==> src/hw/mon_trim_pkg.sv <==
// Constants for the analog monitor trim block: register map, field layout,
// reset values, trim limits and timing counts.
// Assumes a 50 MHz APB clock; every other file but the keypad panel model imports this package whole.
package mon_trim_pkg;
    localparam int CLK_HZ = 50_000_000;
    localparam int DONE_TIME_MS = 1000;
    localparam int DONE_CYCLES = (CLK_HZ / 1000) * DONE_TIME_MS;

    // Register byte offsets
    localparam logic [11:0] OFS_CTRL = 12'h000;
    localparam logic [11:0] OFS_KEY = 12'h004;
    localparam logic [11:0] OFS_STATUS = 12'h008;
    localparam logic [11:0] OFS_OFFSET = 12'h00C;
    localparam logic [11:0] OFS_GAIN = 12'h010;
    localparam logic [11:0] OFS_RAW0 = 12'h014;
    localparam logic [11:0] OFS_RAW1 = 12'h018;
    localparam logic [11:0] OFS_DAC = 12'h01C;

    // CTRL fields
    localparam int CTRL_WP_LSB = 0;
    localparam int CTRL_WP_W = 16;
    localparam int CTRL_INIT_BIT = 16;
    localparam logic [15:0] WP_PERMIT = 16'h0000;
    localparam logic [15:0] WP_RESET = 16'h0000;

    // KEY register: one bit per key, a write of 1 is a key press
    localparam int KEY_UP = 0;
    localparam int KEY_DOWN = 1;
    localparam int KEY_SCROLL = 2;
    localparam int KEY_DATA = 3;
    localparam int KEY_MODE = 4;
    localparam int KEY_ENTER_OFS = 5;
    localparam int KEY_ENTER_GAIN = 6;

    // STATUS fields
    localparam int ST_SCREEN_LSB = 0;
    localparam int ST_CHAN_BIT = 2;
    localparam int ST_DONE_BIT = 3;
    localparam int ST_REFUSED_BIT = 4;
    localparam int ST_MENU_BIT = 5;

    // Trim codes: 8-bit signed, gain limited to +/-125 (50..150 %)
    localparam int TRIM_W = 8;
    localparam logic signed [7:0] OFS_MAX = 8'sh7F;
    localparam logic signed [7:0] OFS_MIN = -8'sh7F;
    localparam logic signed [7:0] GAIN_MAX = 8'sh7D;
    localparam logic signed [7:0] GAIN_MIN = -8'sh7D;
    localparam logic signed [7:0] OFS0_RESET = -8'sh02;
    localparam logic signed [7:0] OFS1_RESET = 8'sh01;
    localparam logic signed [7:0] GAIN_RESET = 8'sh00;
    // Gain: output = raw * (250 + code) / 250, 0.4 % per step
    localparam int GAIN_UNITY = 250;

    typedef enum logic [1:0] {
        SCR_MENU = 2'b00,
        SCR_OFFSET = 2'b01,
        SCR_GAIN = 2'b10
    } screen_t;
endpackage

==> src/hw/trim_store.sv <==
// Nonvolatile trim store: four 8-bit entries, offsets then gains per channel.
// Written only on confirm; never touched by parameter initialisation.
module trim_store
    import mon_trim_pkg::*;
(
    input wire logic pclk,
    input wire logic presetn,
    input wire logic wr_en,
    input wire logic [4*TRIM_W-1:0] wr_data,
    output logic [4*TRIM_W-1:0] rd_data
);
    logic [4*TRIM_W-1:0] mem_r;

    // Reset stands for the shipped calibration image
    always_ff @(posedge pclk or negedge presetn) begin
        if (!presetn) begin
            mem_r <= {GAIN_RESET, GAIN_RESET, OFS1_RESET, OFS0_RESET};
        end else if (wr_en) begin
            mem_r <= wr_data;
        end
    end

    always_ff @(posedge pclk or negedge presetn) begin
        if (!presetn) begin
            rd_data <= {GAIN_RESET, GAIN_RESET, OFS1_RESET, OFS0_RESET};
        end else begin
            rd_data <= mem_r;
        end
    end
endmodule

==> src/hw/mon_scale.sv <==
// Monitor converter code for one channel: raw scaled by gain, plus offset.
// Raw input is a 16-bit signed value from logic on the same clock.
module mon_scale
    import mon_trim_pkg::*;
(
    input wire logic pclk,
    input wire logic presetn,
    input wire logic signed [15:0] raw,
    input wire logic signed [TRIM_W-1:0] gain_code,
    input wire logic signed [TRIM_W-1:0] ofs_code,
    output logic signed [15:0] dac_code
);
    logic signed [26:0] prod;
    logic signed [26:0] scaled;
    logic signed [26:0] sum;

    always_comb begin
        // Widen both factors first so the product never wraps at 16 bits
        prod = 27'(raw) * 27'(10'(GAIN_UNITY) + 10'(gain_code));
        scaled = prod / 27'sd250;
        sum = scaled + 27'(ofs_code);
    end

    // Saturate to the converter range
    always_ff @(posedge pclk or negedge presetn) begin
        if (!presetn) begin
            dac_code <= 16'sh0000;
        end else if (sum > 27'sd32767) begin
            dac_code <= 16'sh7FFF;
        end else if (sum < -27'sd32768) begin
            dac_code <= -16'sh8000;
        end else begin
            dac_code <= sum[15:0];
        end
    end
endmodule

==> src/hw/analog_monitor_trim.sv <==
// Analog monitor trim: keypad-driven offset and gain trim for two monitor
// channels, reached over APB. Keypad presses arrive as writes to KEY.
// Assumes raw monitor values are synchronous to pclk.
// Notes on behaviour
// RULE1: Signed offset code per channel, 18.9 mV step
// RULE2: Signed gain code, 0.4 % step, 50-150 %
// RULE3: Edits refused unless write protect permits
// RULE4: Parameter init leaves trims untouched
// RULE5: Independent trims for torque and speed channels
// RULE6: Up/down steps selected channel by one
// RULE7: Scroll moves selection to second channel
// RULE8: Data key stores, shows done one second
// RULE9: Mode/set key returns to main menu
// RULE10: Offsets start from factory calibration
// RULE11: Converter code is gain-scaled raw plus offset
module analog_monitor_trim
    import mon_trim_pkg::*;
#(
    parameter int DONE_COUNT = DONE_CYCLES
)(
    input wire logic pclk,
    input wire logic presetn,
    input wire logic psel,
    input wire logic penable,
    input wire logic pwrite,
    input wire logic [11:0] paddr,
    input wire logic [31:0] pwdata,
    output logic [31:0] prdata,
    output logic pready,
    output logic pslverr,
    input wire logic signed [15:0] torque_raw,
    input wire logic signed [15:0] speed_raw,
    output logic signed [15:0] torque_dac,
    output logic signed [15:0] speed_dac,
    output logic done_status,
    output logic param_init_pulse
);
    logic [15:0] write_protect_setting_r;
    screen_t screen_r;
    logic chan_r;
    logic signed [TRIM_W-1:0] ofs_r [2];
    logic signed [TRIM_W-1:0] gain_r [2];
    logic [25:0] done_cnt_r;
    logic refused_r;
    logic [4*TRIM_W-1:0] nv_rd;
    logic nv_wr;
    logic loaded_r;
    logic signed [15:0] dac_w [2];
    logic signed [15:0] raw_w [2];

    logic wr_acc;
    logic rd_acc;
    logic addr_ok;
    logic [6:0] keys;
    logic permit;
    logic editing;

    assign wr_acc = psel && penable && pwrite;
    assign rd_acc = psel && !penable && !pwrite;
    assign keys = (wr_acc && paddr == OFS_KEY) ? pwdata[6:0] : 7'h00;
    assign permit = write_protect_setting_r == WP_PERMIT;
    assign editing = screen_r != SCR_MENU;
    assign nv_wr = editing && keys[KEY_DATA];
    assign raw_w[0] = torque_raw;
    assign raw_w[1] = speed_raw;

    always_comb begin
        case (paddr)
            OFS_CTRL, OFS_KEY, OFS_STATUS, OFS_OFFSET, OFS_GAIN,
            OFS_RAW0, OFS_RAW1, OFS_DAC: addr_ok = 1'b1;
            default: addr_ok = 1'b0;
        endcase
    end

    // Zero-wait APB: every access completes in its first access cycle
    always_ff @(posedge pclk or negedge presetn) begin
        if (!presetn) begin
            pready <= 1'b0;
            pslverr <= 1'b0;
        end else begin
            pready <= psel && !penable;
            pslverr <= psel && !penable && !addr_ok;
        end
    end

    always_ff @(posedge pclk or negedge presetn) begin
        if (!presetn) begin
            write_protect_setting_r <= WP_RESET;
        end else if (wr_acc && paddr == OFS_CTRL) begin
            write_protect_setting_r <= pwdata[CTRL_WP_LSB +: CTRL_WP_W];
        end
    end

    // Init clears ordinary parameters elsewhere; trims are not wired to it
    always_ff @(posedge pclk or negedge presetn) begin
        if (!presetn) begin
            param_init_pulse <= 1'b0;
        end else begin
            param_init_pulse <= wr_acc && paddr == OFS_CTRL && permit
                && pwdata[CTRL_INIT_BIT]; // RULE4
        end
    end

    // Menu navigation: enter a trim screen, leave with mode/set
    always_ff @(posedge pclk or negedge presetn) begin
        if (!presetn) begin
            screen_r <= SCR_MENU;
            chan_r <= 1'b0;
        end else begin
            case (screen_r)
                SCR_MENU: begin
                    chan_r <= 1'b0;
                    if (keys[KEY_ENTER_OFS]) begin
                        screen_r <= SCR_OFFSET;
                    end else if (keys[KEY_ENTER_GAIN]) begin
                        screen_r <= SCR_GAIN;
                    end
                end
                SCR_OFFSET, SCR_GAIN: begin
                    if (keys[KEY_MODE]) begin
                        screen_r <= SCR_MENU; // RULE9
                    end else if (keys[KEY_SCROLL]) begin
                        chan_r <= 1'b1; // RULE7
                    end
                end
                default: screen_r <= SCR_MENU;
            endcase
        end
    end

    // Working trims: loaded from the store once after reset
    always_ff @(posedge pclk or negedge presetn) begin
        if (!presetn) begin
            loaded_r <= 1'b0;
        end else begin
            loaded_r <= 1'b1;
        end
    end

    genvar ch;
    generate
        for (ch = 0; ch < 2; ch++) begin : g_chan
            logic sel;
            assign sel = editing && permit && chan_r == 1'(ch);
            always_ff @(posedge pclk or negedge presetn) begin
                if (!presetn) begin
                    ofs_r[ch] <= (ch == 0) ? OFS0_RESET : OFS1_RESET; // RULE10
                    gain_r[ch] <= GAIN_RESET;
                end else if (!loaded_r) begin
                    ofs_r[ch] <= nv_rd[ch*TRIM_W +: TRIM_W];
                    gain_r[ch] <= nv_rd[(ch+2)*TRIM_W +: TRIM_W];
                end else if (sel && screen_r == SCR_OFFSET) begin // RULE3 RULE5
                    if (keys[KEY_UP] && ofs_r[ch] < OFS_MAX) begin
                        ofs_r[ch] <= ofs_r[ch] + 8'sd1; // RULE1 RULE6
                    end else if (keys[KEY_DOWN] && ofs_r[ch] > OFS_MIN) begin
                        ofs_r[ch] <= ofs_r[ch] - 8'sd1; // RULE6
                    end
                end else if (sel && screen_r == SCR_GAIN) begin // RULE3
                    if (keys[KEY_UP] && gain_r[ch] < GAIN_MAX) begin
                        gain_r[ch] <= gain_r[ch] + 8'sd1; // RULE2 RULE6
                    end else if (keys[KEY_DOWN] && gain_r[ch] > GAIN_MIN) begin
                        gain_r[ch] <= gain_r[ch] - 8'sd1; // RULE2
                    end
                end
            end

            mon_scale u_scale (
                .pclk(pclk),
                .presetn(presetn),
                .raw(raw_w[ch]),
                .gain_code(gain_r[ch]),
                .ofs_code(ofs_r[ch]),
                .dac_code(dac_w[ch])
            ); // RULE11
        end
    endgenerate

    always_ff @(posedge pclk or negedge presetn) begin
        if (!presetn) begin
            torque_dac <= 16'sh0000;
            speed_dac <= 16'sh0000;
        end else begin
            torque_dac <= dac_w[0];
            speed_dac <= dac_w[1];
        end
    end

    trim_store u_store (
        .pclk(pclk),
        .presetn(presetn),
        .wr_en(nv_wr),
        .wr_data({gain_r[1], gain_r[0], ofs_r[1], ofs_r[0]}),
        .rd_data(nv_rd)
    ); // RULE8

    // Completion status stands one second, then the idle status returns
    always_ff @(posedge pclk or negedge presetn) begin
        if (!presetn) begin
            done_cnt_r <= 26'h000_0000;
            done_status <= 1'b0;
        end else if (nv_wr) begin
            done_cnt_r <= 26'(DONE_COUNT - 1);
            done_status <= 1'b1; // RULE8
        end else if (done_cnt_r != 26'h000_0000) begin
            done_cnt_r <= done_cnt_r - 26'h000_0001;
        end else begin
            done_status <= 1'b0;
        end
    end

    // Sticky flag for a refused edit; set wins over a clearing status read
    always_ff @(posedge pclk or negedge presetn) begin
        if (!presetn) begin
            refused_r <= 1'b0;
        end else if (editing && !permit && (keys[KEY_UP] || keys[KEY_DOWN])) begin
            refused_r <= 1'b1; // RULE3
        end else if (rd_acc && paddr == OFS_STATUS) begin
            refused_r <= 1'b0;
        end
    end

    always_ff @(posedge pclk or negedge presetn) begin
        if (!presetn) begin
            prdata <= 32'h0000_0000;
        end else if (rd_acc) begin
            case (paddr)
                OFS_CTRL: prdata <= {16'h0000, write_protect_setting_r};
                OFS_STATUS: prdata <= {26'h000_0000, !editing, refused_r, done_status,
                    chan_r, screen_r};
                OFS_OFFSET: prdata <= {16'h0000, ofs_r[1], ofs_r[0]};
                OFS_GAIN: prdata <= {16'h0000, gain_r[1], gain_r[0]};
                OFS_RAW0: prdata <= {16'h0000, torque_raw};
                OFS_RAW1: prdata <= {16'h0000, speed_raw};
                OFS_DAC: prdata <= {speed_dac, torque_dac};
                default: prdata <= 32'h0000_0000;
            endcase
        end
    end
endmodule

==> config.mk <==
export PLATFORM = sky130hd
export DESIGN_NAME = analog_monitor_trim
export DESIGN_NICKNAME = d
export VERILOG_FILES = /design/src/hw/mon_trim_pkg.sv /design/src/hw/trim_store.sv /design/src/hw/mon_scale.sv /design/src/hw/analog_monitor_trim.sv
export SDC_FILE = /design/constraint.sdc
export NUM_CORES = 2
export LEC_CHECK = 0
export ABC_AREA = 0
export BUFFER_PORTS_ARGS = -buffer_cell sky130_fd_sc_hd__buf_2
export CAP_MARGIN = 20
export CORE_AREA = 8 8 307 235
export DETAILED_ROUTE_END_ITERATION = 10
export DIE_AREA = 0 0 315 243
export GPL_TIMING_DRIVEN = 0
export PLACE_DENSITY = 0.77
export SYNTH_ARGS = -nofsm -noshare
export SYNTH_HDL_FRONTEND = slang
export SYNTH_HIERARCHICAL = 1
export SYNTH_SLANG_ARGS = --single-unit
==> constraint.sdc <==
create_clock -name pclk -period 76.9 [get_ports pclk]
set_input_delay 7.69 -clock pclk [delete_from_list [all_inputs] [get_ports pclk]]
set_output_delay 7.69 -clock pclk [all_outputs]
set_load 0.01 [all_outputs]
Word level (Yosys, flattened, before mapping)
Memories as Yosys holds them, arrays and structs flattened. Cells that the tools add are included.

Output and inout bits: 68. Bits in read-only memories: 32. Bits in registers: 243. Memories: 1. Input port bits: 81.

Magnitude comparators: 12. $mul: 2. Reductions and logical operators: 50. Mux-type cells: 38. Add/sub/neg operators: 13. Eq/ne operators: 24. Bitwise gates (word level): 1. Divide/modulo/power cells: 2.

Memory list: (name not given) (depth 32, bits a word 1, rd ports 1, clocked after memory_dff 0, write ports 0, RTL line analog_monitor_trim.sv:68) `case (paddr)`.

Operator list (count): 32-bit one-hot mux with 7 select lines (1); 8-bit two-way mux (18); 16-bit two-way mux (4); 27-bit by 8-bit adder with 27-bit output (2); 27-bit by 9-bit divider with 27-bit output (second input constant) (2); 27-bit by 16-bit greater-than comparator with 1-bit output (second input constant) (2); 27-bit by 16-bit < comparator with 1-bit output (second input constant) (2); 16-bit by 10-bit multiplier with 26-bit output (2); 26-bit two-way mux (2); 12-bit by 5-bit equality test with 1-bit output (second input constant) (4); 8-bit by 2-bit adder with 8-bit output (second input constant) (4); 8-bit greater-than comparator (second input constant) (4); 8-bit < comparator (second input constant) (4); 8-bit by 2-bit subtractor with 8-bit output (second input constant) (4); 1-bit logical AND (28); 26-bit nonzero test (1); 26-bit by 1-bit subtractor with 26-bit output (second input constant) (1); 12-bit by 4-bit equality test with 1-bit output (second input constant) (2); 9-bit by 8-bit adder with 10-bit output (first input constant) (2); 16-bit zero test (1); 12-bit by 3-bit equality test with 1-bit output (second input constant) (1); 12-bit zero test (1); 2-bit inequality test (second input constant) (6); 3-bit by 1-bit inequality test with 1-bit output (second input constant) (4); other kinds (18) (40).

Longest topological paths before layout
Depth in word-level cells: 10. Gate-level depth with buffers: 119.

Hierarchy
Netlist, hierarchy kept.

By module, submodules not included: mon_scale (seq. area each 400.4 um2, cells each 1913, area an instance 14851.7 um2, instances 2); analog_monitor_trim (seq. area each 3688.5 um2, cells each 808, area an instance 7988.9 um2, instances 1); trim_store (seq. area each 1621.6 um2, cells each 100, area an instance 2165.8 um2, instances 1).

Least setup slack after synthesis
No wires, ideal clock.

Path kind: input -> register. Start: input port speed_raw[6]. End: register g_chan[1].u_scale.dac_code[5]. Slack: 46.429 ns. Cell stages on the path: 106. Data arrival time: 30.407 ns. Path through: clkbuf_1 nand2_1 fa_1 fa_1 inv_1 fa_1 fa_1 inv_1 fa_1 inv_1 ha_1 a21oi_2 o22ai_1 a221oi_1 o211ai_2 nor4b_1 and4_1 buf_2 (+70 left out) o21a_1 o21a_1 o21a_1 o21a_1 o21a_1 o21ai_0 nand2b_1 a21oi_1 nor2b_1 o21a_1 o21ai_0 nand2b_1 a21oi_1 xor2_1 xnor2_1 a21oi_1 buf_2 a21o_1.

Cells in the longest elaborated chain, start to end: 6. Elaborated cells on any way between the ends: 7. Classes of those cells: add/sub (1); mul (1); div (1); order compare (2); mux (2).

Ends and longest elaborated chain: from (decl) (RTL line analog_monitor_trim.sv:32) `input wire logic signed [15:0] speed_raw,`; 16-bit by 10-bit multiplier with 26-bit output (*) (RTL line mon_scale.sv:19) `prod = 27'(raw) * 27'(10'(GAIN_UNITY) + 10'(gain_code));`; 27-bit by 9-bit divider with 27-bit output (*) (RTL line mon_scale.sv:20) `scaled = prod / 27'sd250;`; 27-bit by 8-bit adder with 27-bit output (*) (RTL line mon_scale.sv:21) `sum = scaled + 27'(ofs_code);`; 27-bit by 16-bit < comparator with 1-bit output (RTL line mon_scale.sv:30) `end else if (sum < -27'sd32768) begin`; 16-bit two-way mux (RTL line mon_scale.sv:30); 16-bit two-way mux (*) (RTL line mon_scale.sv:28) `end else if (sum > 27'sd32767) begin`; to (signal assigned) (RTL line mon_scale.sv:31) `dac_code <= -16'sh8000;`; to (signal assigned) (RTL line mon_scale.sv:33) `dac_code <= sum[15:0];`; to (decl) (RTL line mon_scale.sv:11) `output logic signed [15:0] dac_code`.

Every way passes the cells marked *; elsewhere a longest branch is shown, timed or not. A chain may end at the register's enable or synchronous reset.

Worst setup path after layout
Start: input port speed_raw[6]. End: register g_chan[1].u_scale.dac_code[9].

Same word-level chain as after synthesis.

==> flow_summary_export.csv <==
group,metric,value,unit
placed_design,dp_hpwl,95750,um
detailed_routing,vias,38290,
worst_setup_path,crit-reg2reg-launch,"gain_r[1]",
detailed_routing,drt_iter0_drc,4725,
detailed_routing,antenna_left,0,
clock_network,cts.hold.buffers_added,0,
logic_synthesis,synth_top_area_frac,0.1375,
global_routing,grt_pass1_wl,192600,um
global_routing,globalRouteTotalUtil,0.3030,
global_routing,grt_start_max_net_pins,123,
clock_network,post_cts_resized,0,
logic_synthesis,yosys.area_share.simple,0.2045,
timing,rsz0062_at_grt,"false",
worst_setup_path,cp_max_fo,10,
detailed_routing,first_pass_iters,6,
worst_setup_path,max_stage_delay,710,ps
logic_synthesis,synth_fa_ha_area_frac,0.2055,
clock_network,clock_latency,600,ps
hold_path,hold_class,"reg2reg",
timing,fin_crit_sh,0.4522,
worst_setup_path,critical_path_class,"in2reg",
worst_setup_path,worstSetupStartpoint,"speed_raw[6]",
worst_setup_path,path_delay_family,"compound AO/OA/AOI/OAI gates",
worst_setup_path,cp_num_buf_inv,14,
timing,fin_crit,34770,ps
floorplanning,rows,83,
worst_setup_path,crit_top_cell,"a21oi_1",
timing,relSlewSlack,0.2463,
worst_setup_path,end_kind,"flip-flop",
detailed_routing,routed_wl,120000,um
floorplanning,die_area,76550,sq um
timing,tightest_slew,1122,ps
floorplanning,core,67400,sq um
worst_setup_path,critPathLaunchType,"primary input",
logic_synthesis,synth_xor_area_frac,0.06953,
global_routing,grt_pass1_vias,34930,
clock_network,cts_tree,"done",
logic_synthesis,yosysUniqueCellTypes,138,
worst_setup_path,cp_data_required_time,77390,ps
timing,finClkSkew,27.12,ps
hold_path,hold_start,"g_chan[1].u_scale/dac_code[3]",
logic_synthesis,synth.area.top_cells,"dfrtp_1, fa_1, ha_1",
logic_synthesis,synth_top_area_cell,"dfrtp_1",
logic_synthesis,asyncSetResetFlopFracSynth,1.000,
floorplanning,die_h,243,um
floorplanning,start_util,0.5914,
floorplanning,ios,149,
logic_synthesis,yosysWarnings,6,
floorplanning,die_w,315,um
cells_and_area,nets,5484,
timing,slew_viol_final,0,
cells_and_area,drive_gt1_frac,0.1174,
detailed_routing,via_per_inst,6.578,
logic_synthesis,synth_seq_cells,243,
logic_synthesis,synth_ff_type,"dfrtp_1",
clock_network,root_buffer,"clkbuf_16",
logic_synthesis,synthCells,4734,
status,status,"completed",
run,maxCapViolCount,0,
clock_network,clk_pin_slew_worst_paths,80,ps
timing,setup_viol,0,
cells_and_area,fill_cells,5798,
global_routing,gr-total-overflow,0,
logic_synthesis,syn_nets,5315,
clock_network,cts_buffer_depth,3,
logic_synthesis,synth-compound-area-share,0.2597,
logic_synthesis,ys_seq_area_frac,0.1533,
clock_network,htreeDepth,1,
timing,hold_viol_final,0,
logic_synthesis,synth.area.mux_share,0.04721,
detailed_routing,wire_per_inst,20.61,um
worst_setup_path,slowest_stage,"nor4b_1",
logic_synthesis,synth_top_family_by_area,"compound AO/OA/AOI/OAI gates",
timing,fin_setup_tns,0,ps
detailed_routing,route.detailed.drc,0,
timing,fmax,28.76,MHz
clock_network,cts_buffers,27,
worst_setup_path,cp_data_arrival_time,35260,ps
global_routing,antenna_found_initial,5,
clock_network,clock-sinks,243,
cells_and_area,syn_to_final_growth,7.116,%
placed_design,gp_congestion,0.9640,
placed_design,io_buffers,133,
logic_synthesis,syn_area,39860,sq um
logic_synthesis,synth_edf_count,0,
clock_network,cts_setup_buffers,0,
logic_synthesis,avgSynthCellArea,8.420,sq um
## cell families after synthesis
kind of cell | after synthesis
flip-flops | 243
multiplexers | 166
buffers and inverters | 550
adder cells (fa/ha/maj) | 506
AND/OR/NAND/NOR | 1583
AO/OA/AOI/OAI | 1372
other | 1
XOR/XNOR | 313
## per-layer routing
| metal | wire, um | track usage | up-vias |
|---|---|---|---|
| met5 | 0 | 0 | - |
| met3 | 14340 | 0.06080 | 180 |
| met4 | 2723 | 0.06409 | 0 |
| met2 | 46620 | 0.4048 | 2148 |
| li1 | - | - | 17680 |
| met1 | 56270 | 0.4892 | 18280 |
## cells in the final DEF (no fill, tap or decap), types with 53 or more instances in the layout
master / n
nand2_1: 425
inv_1: 379
nor2_1: 298
a21oi_1: 289
fa_1: 250
ha_1: 250
dfrtp_1: 219
xnor2_1: 211
buf_2: 178
nand3_1: 153
o21ai_0: 149
and2_1: 145
nor3_1: 125
xor2_1: 98
mux2i_1: 90
a21o_1: 75
clkbuf_1: 63
nand2b_1: 63
a31oi_1: 61
o21ai_1: 59
nor2b_1: 57
o21a_1: 53
## synth_stat cells, drive strengths merged (74+ instances only)
master / n
a21oi: 303
nor3: 135
xor2: 100
xnor2: 213
nand2: 429
nand3: 154
ha: 250
o21ai: 218
fa: 250
a31oi: 81
dfrtp: 219
inv: 383
a21o: 77
and2: 147
mux2i: 92
buf: 96
mux2: 74
nor2: 310
## state kept, by name, indices dropped and copies added, names as in the netlist, 2 cells and up
signal                   count
g_chan.u_scale/dac_code     32
prdata                      32
u_store/mem_r               32
u_store/rd_data             32
done_cnt_r                  26
gain_r                      16
ofs_r                       16
speed_dac                   16
torque_dac                  16
write_protect_setting_r     16
screen_r                     2
## area by class of cell
cell class / instances / area (sq um) / share of cell area
diodes: 5 / 12.51 / 0.0002931
plain buffers: 166 / 953.4 / 0.02233
clock buffers: 29 / 693.2 / 0.01624
clock inverters: 21 / 229.0 / 0.005363
inverters: 384 / 1441 / 0.03376
multi-input cells: 3941 / 31350 / 0.7343
flip-flops and latches: 243 / 6111 / 0.1431
well taps: 892 / 1116 / 0.02614
repair buffers: 140 / 785.8 / 0.01840
## path summary, 6_finish.rpt
kind,endpoint,slack (ps),cells past startpoint
max in group asynchronous,g_chan[1].u_scale/dac_code[9],68710,3
min in group asynchronous,write_protect_setting_r[0],6860,1
max,g_chan[1].u_scale/dac_code[9],42130,105
max reg2reg,g_chan[1].u_scale/dac_code[9],47450,107
min reg2reg,speed_dac[3],340,0
min,speed_dac[3],340,0
## metrics by stage
step	cell area (sq um)	hold slack [ps]	cells	utilization	worst slack, ps
CTS	42640	340.5	5813	0.6327	42810
detailed placement	41720	334.7	5763	0.6190	42310
finish	42690	339.7	5821	0.6335	42130
floorplan	39860	331.2	4734	-	46430
global route	42690	349.3	5819	0.6334	40130
global placement	41640	332.5	5759	0.6178	42380
Power is left out: the tool's default activity adds up to more than one toggle a clock period on the data nets, which glitch-free logic cannot reach.
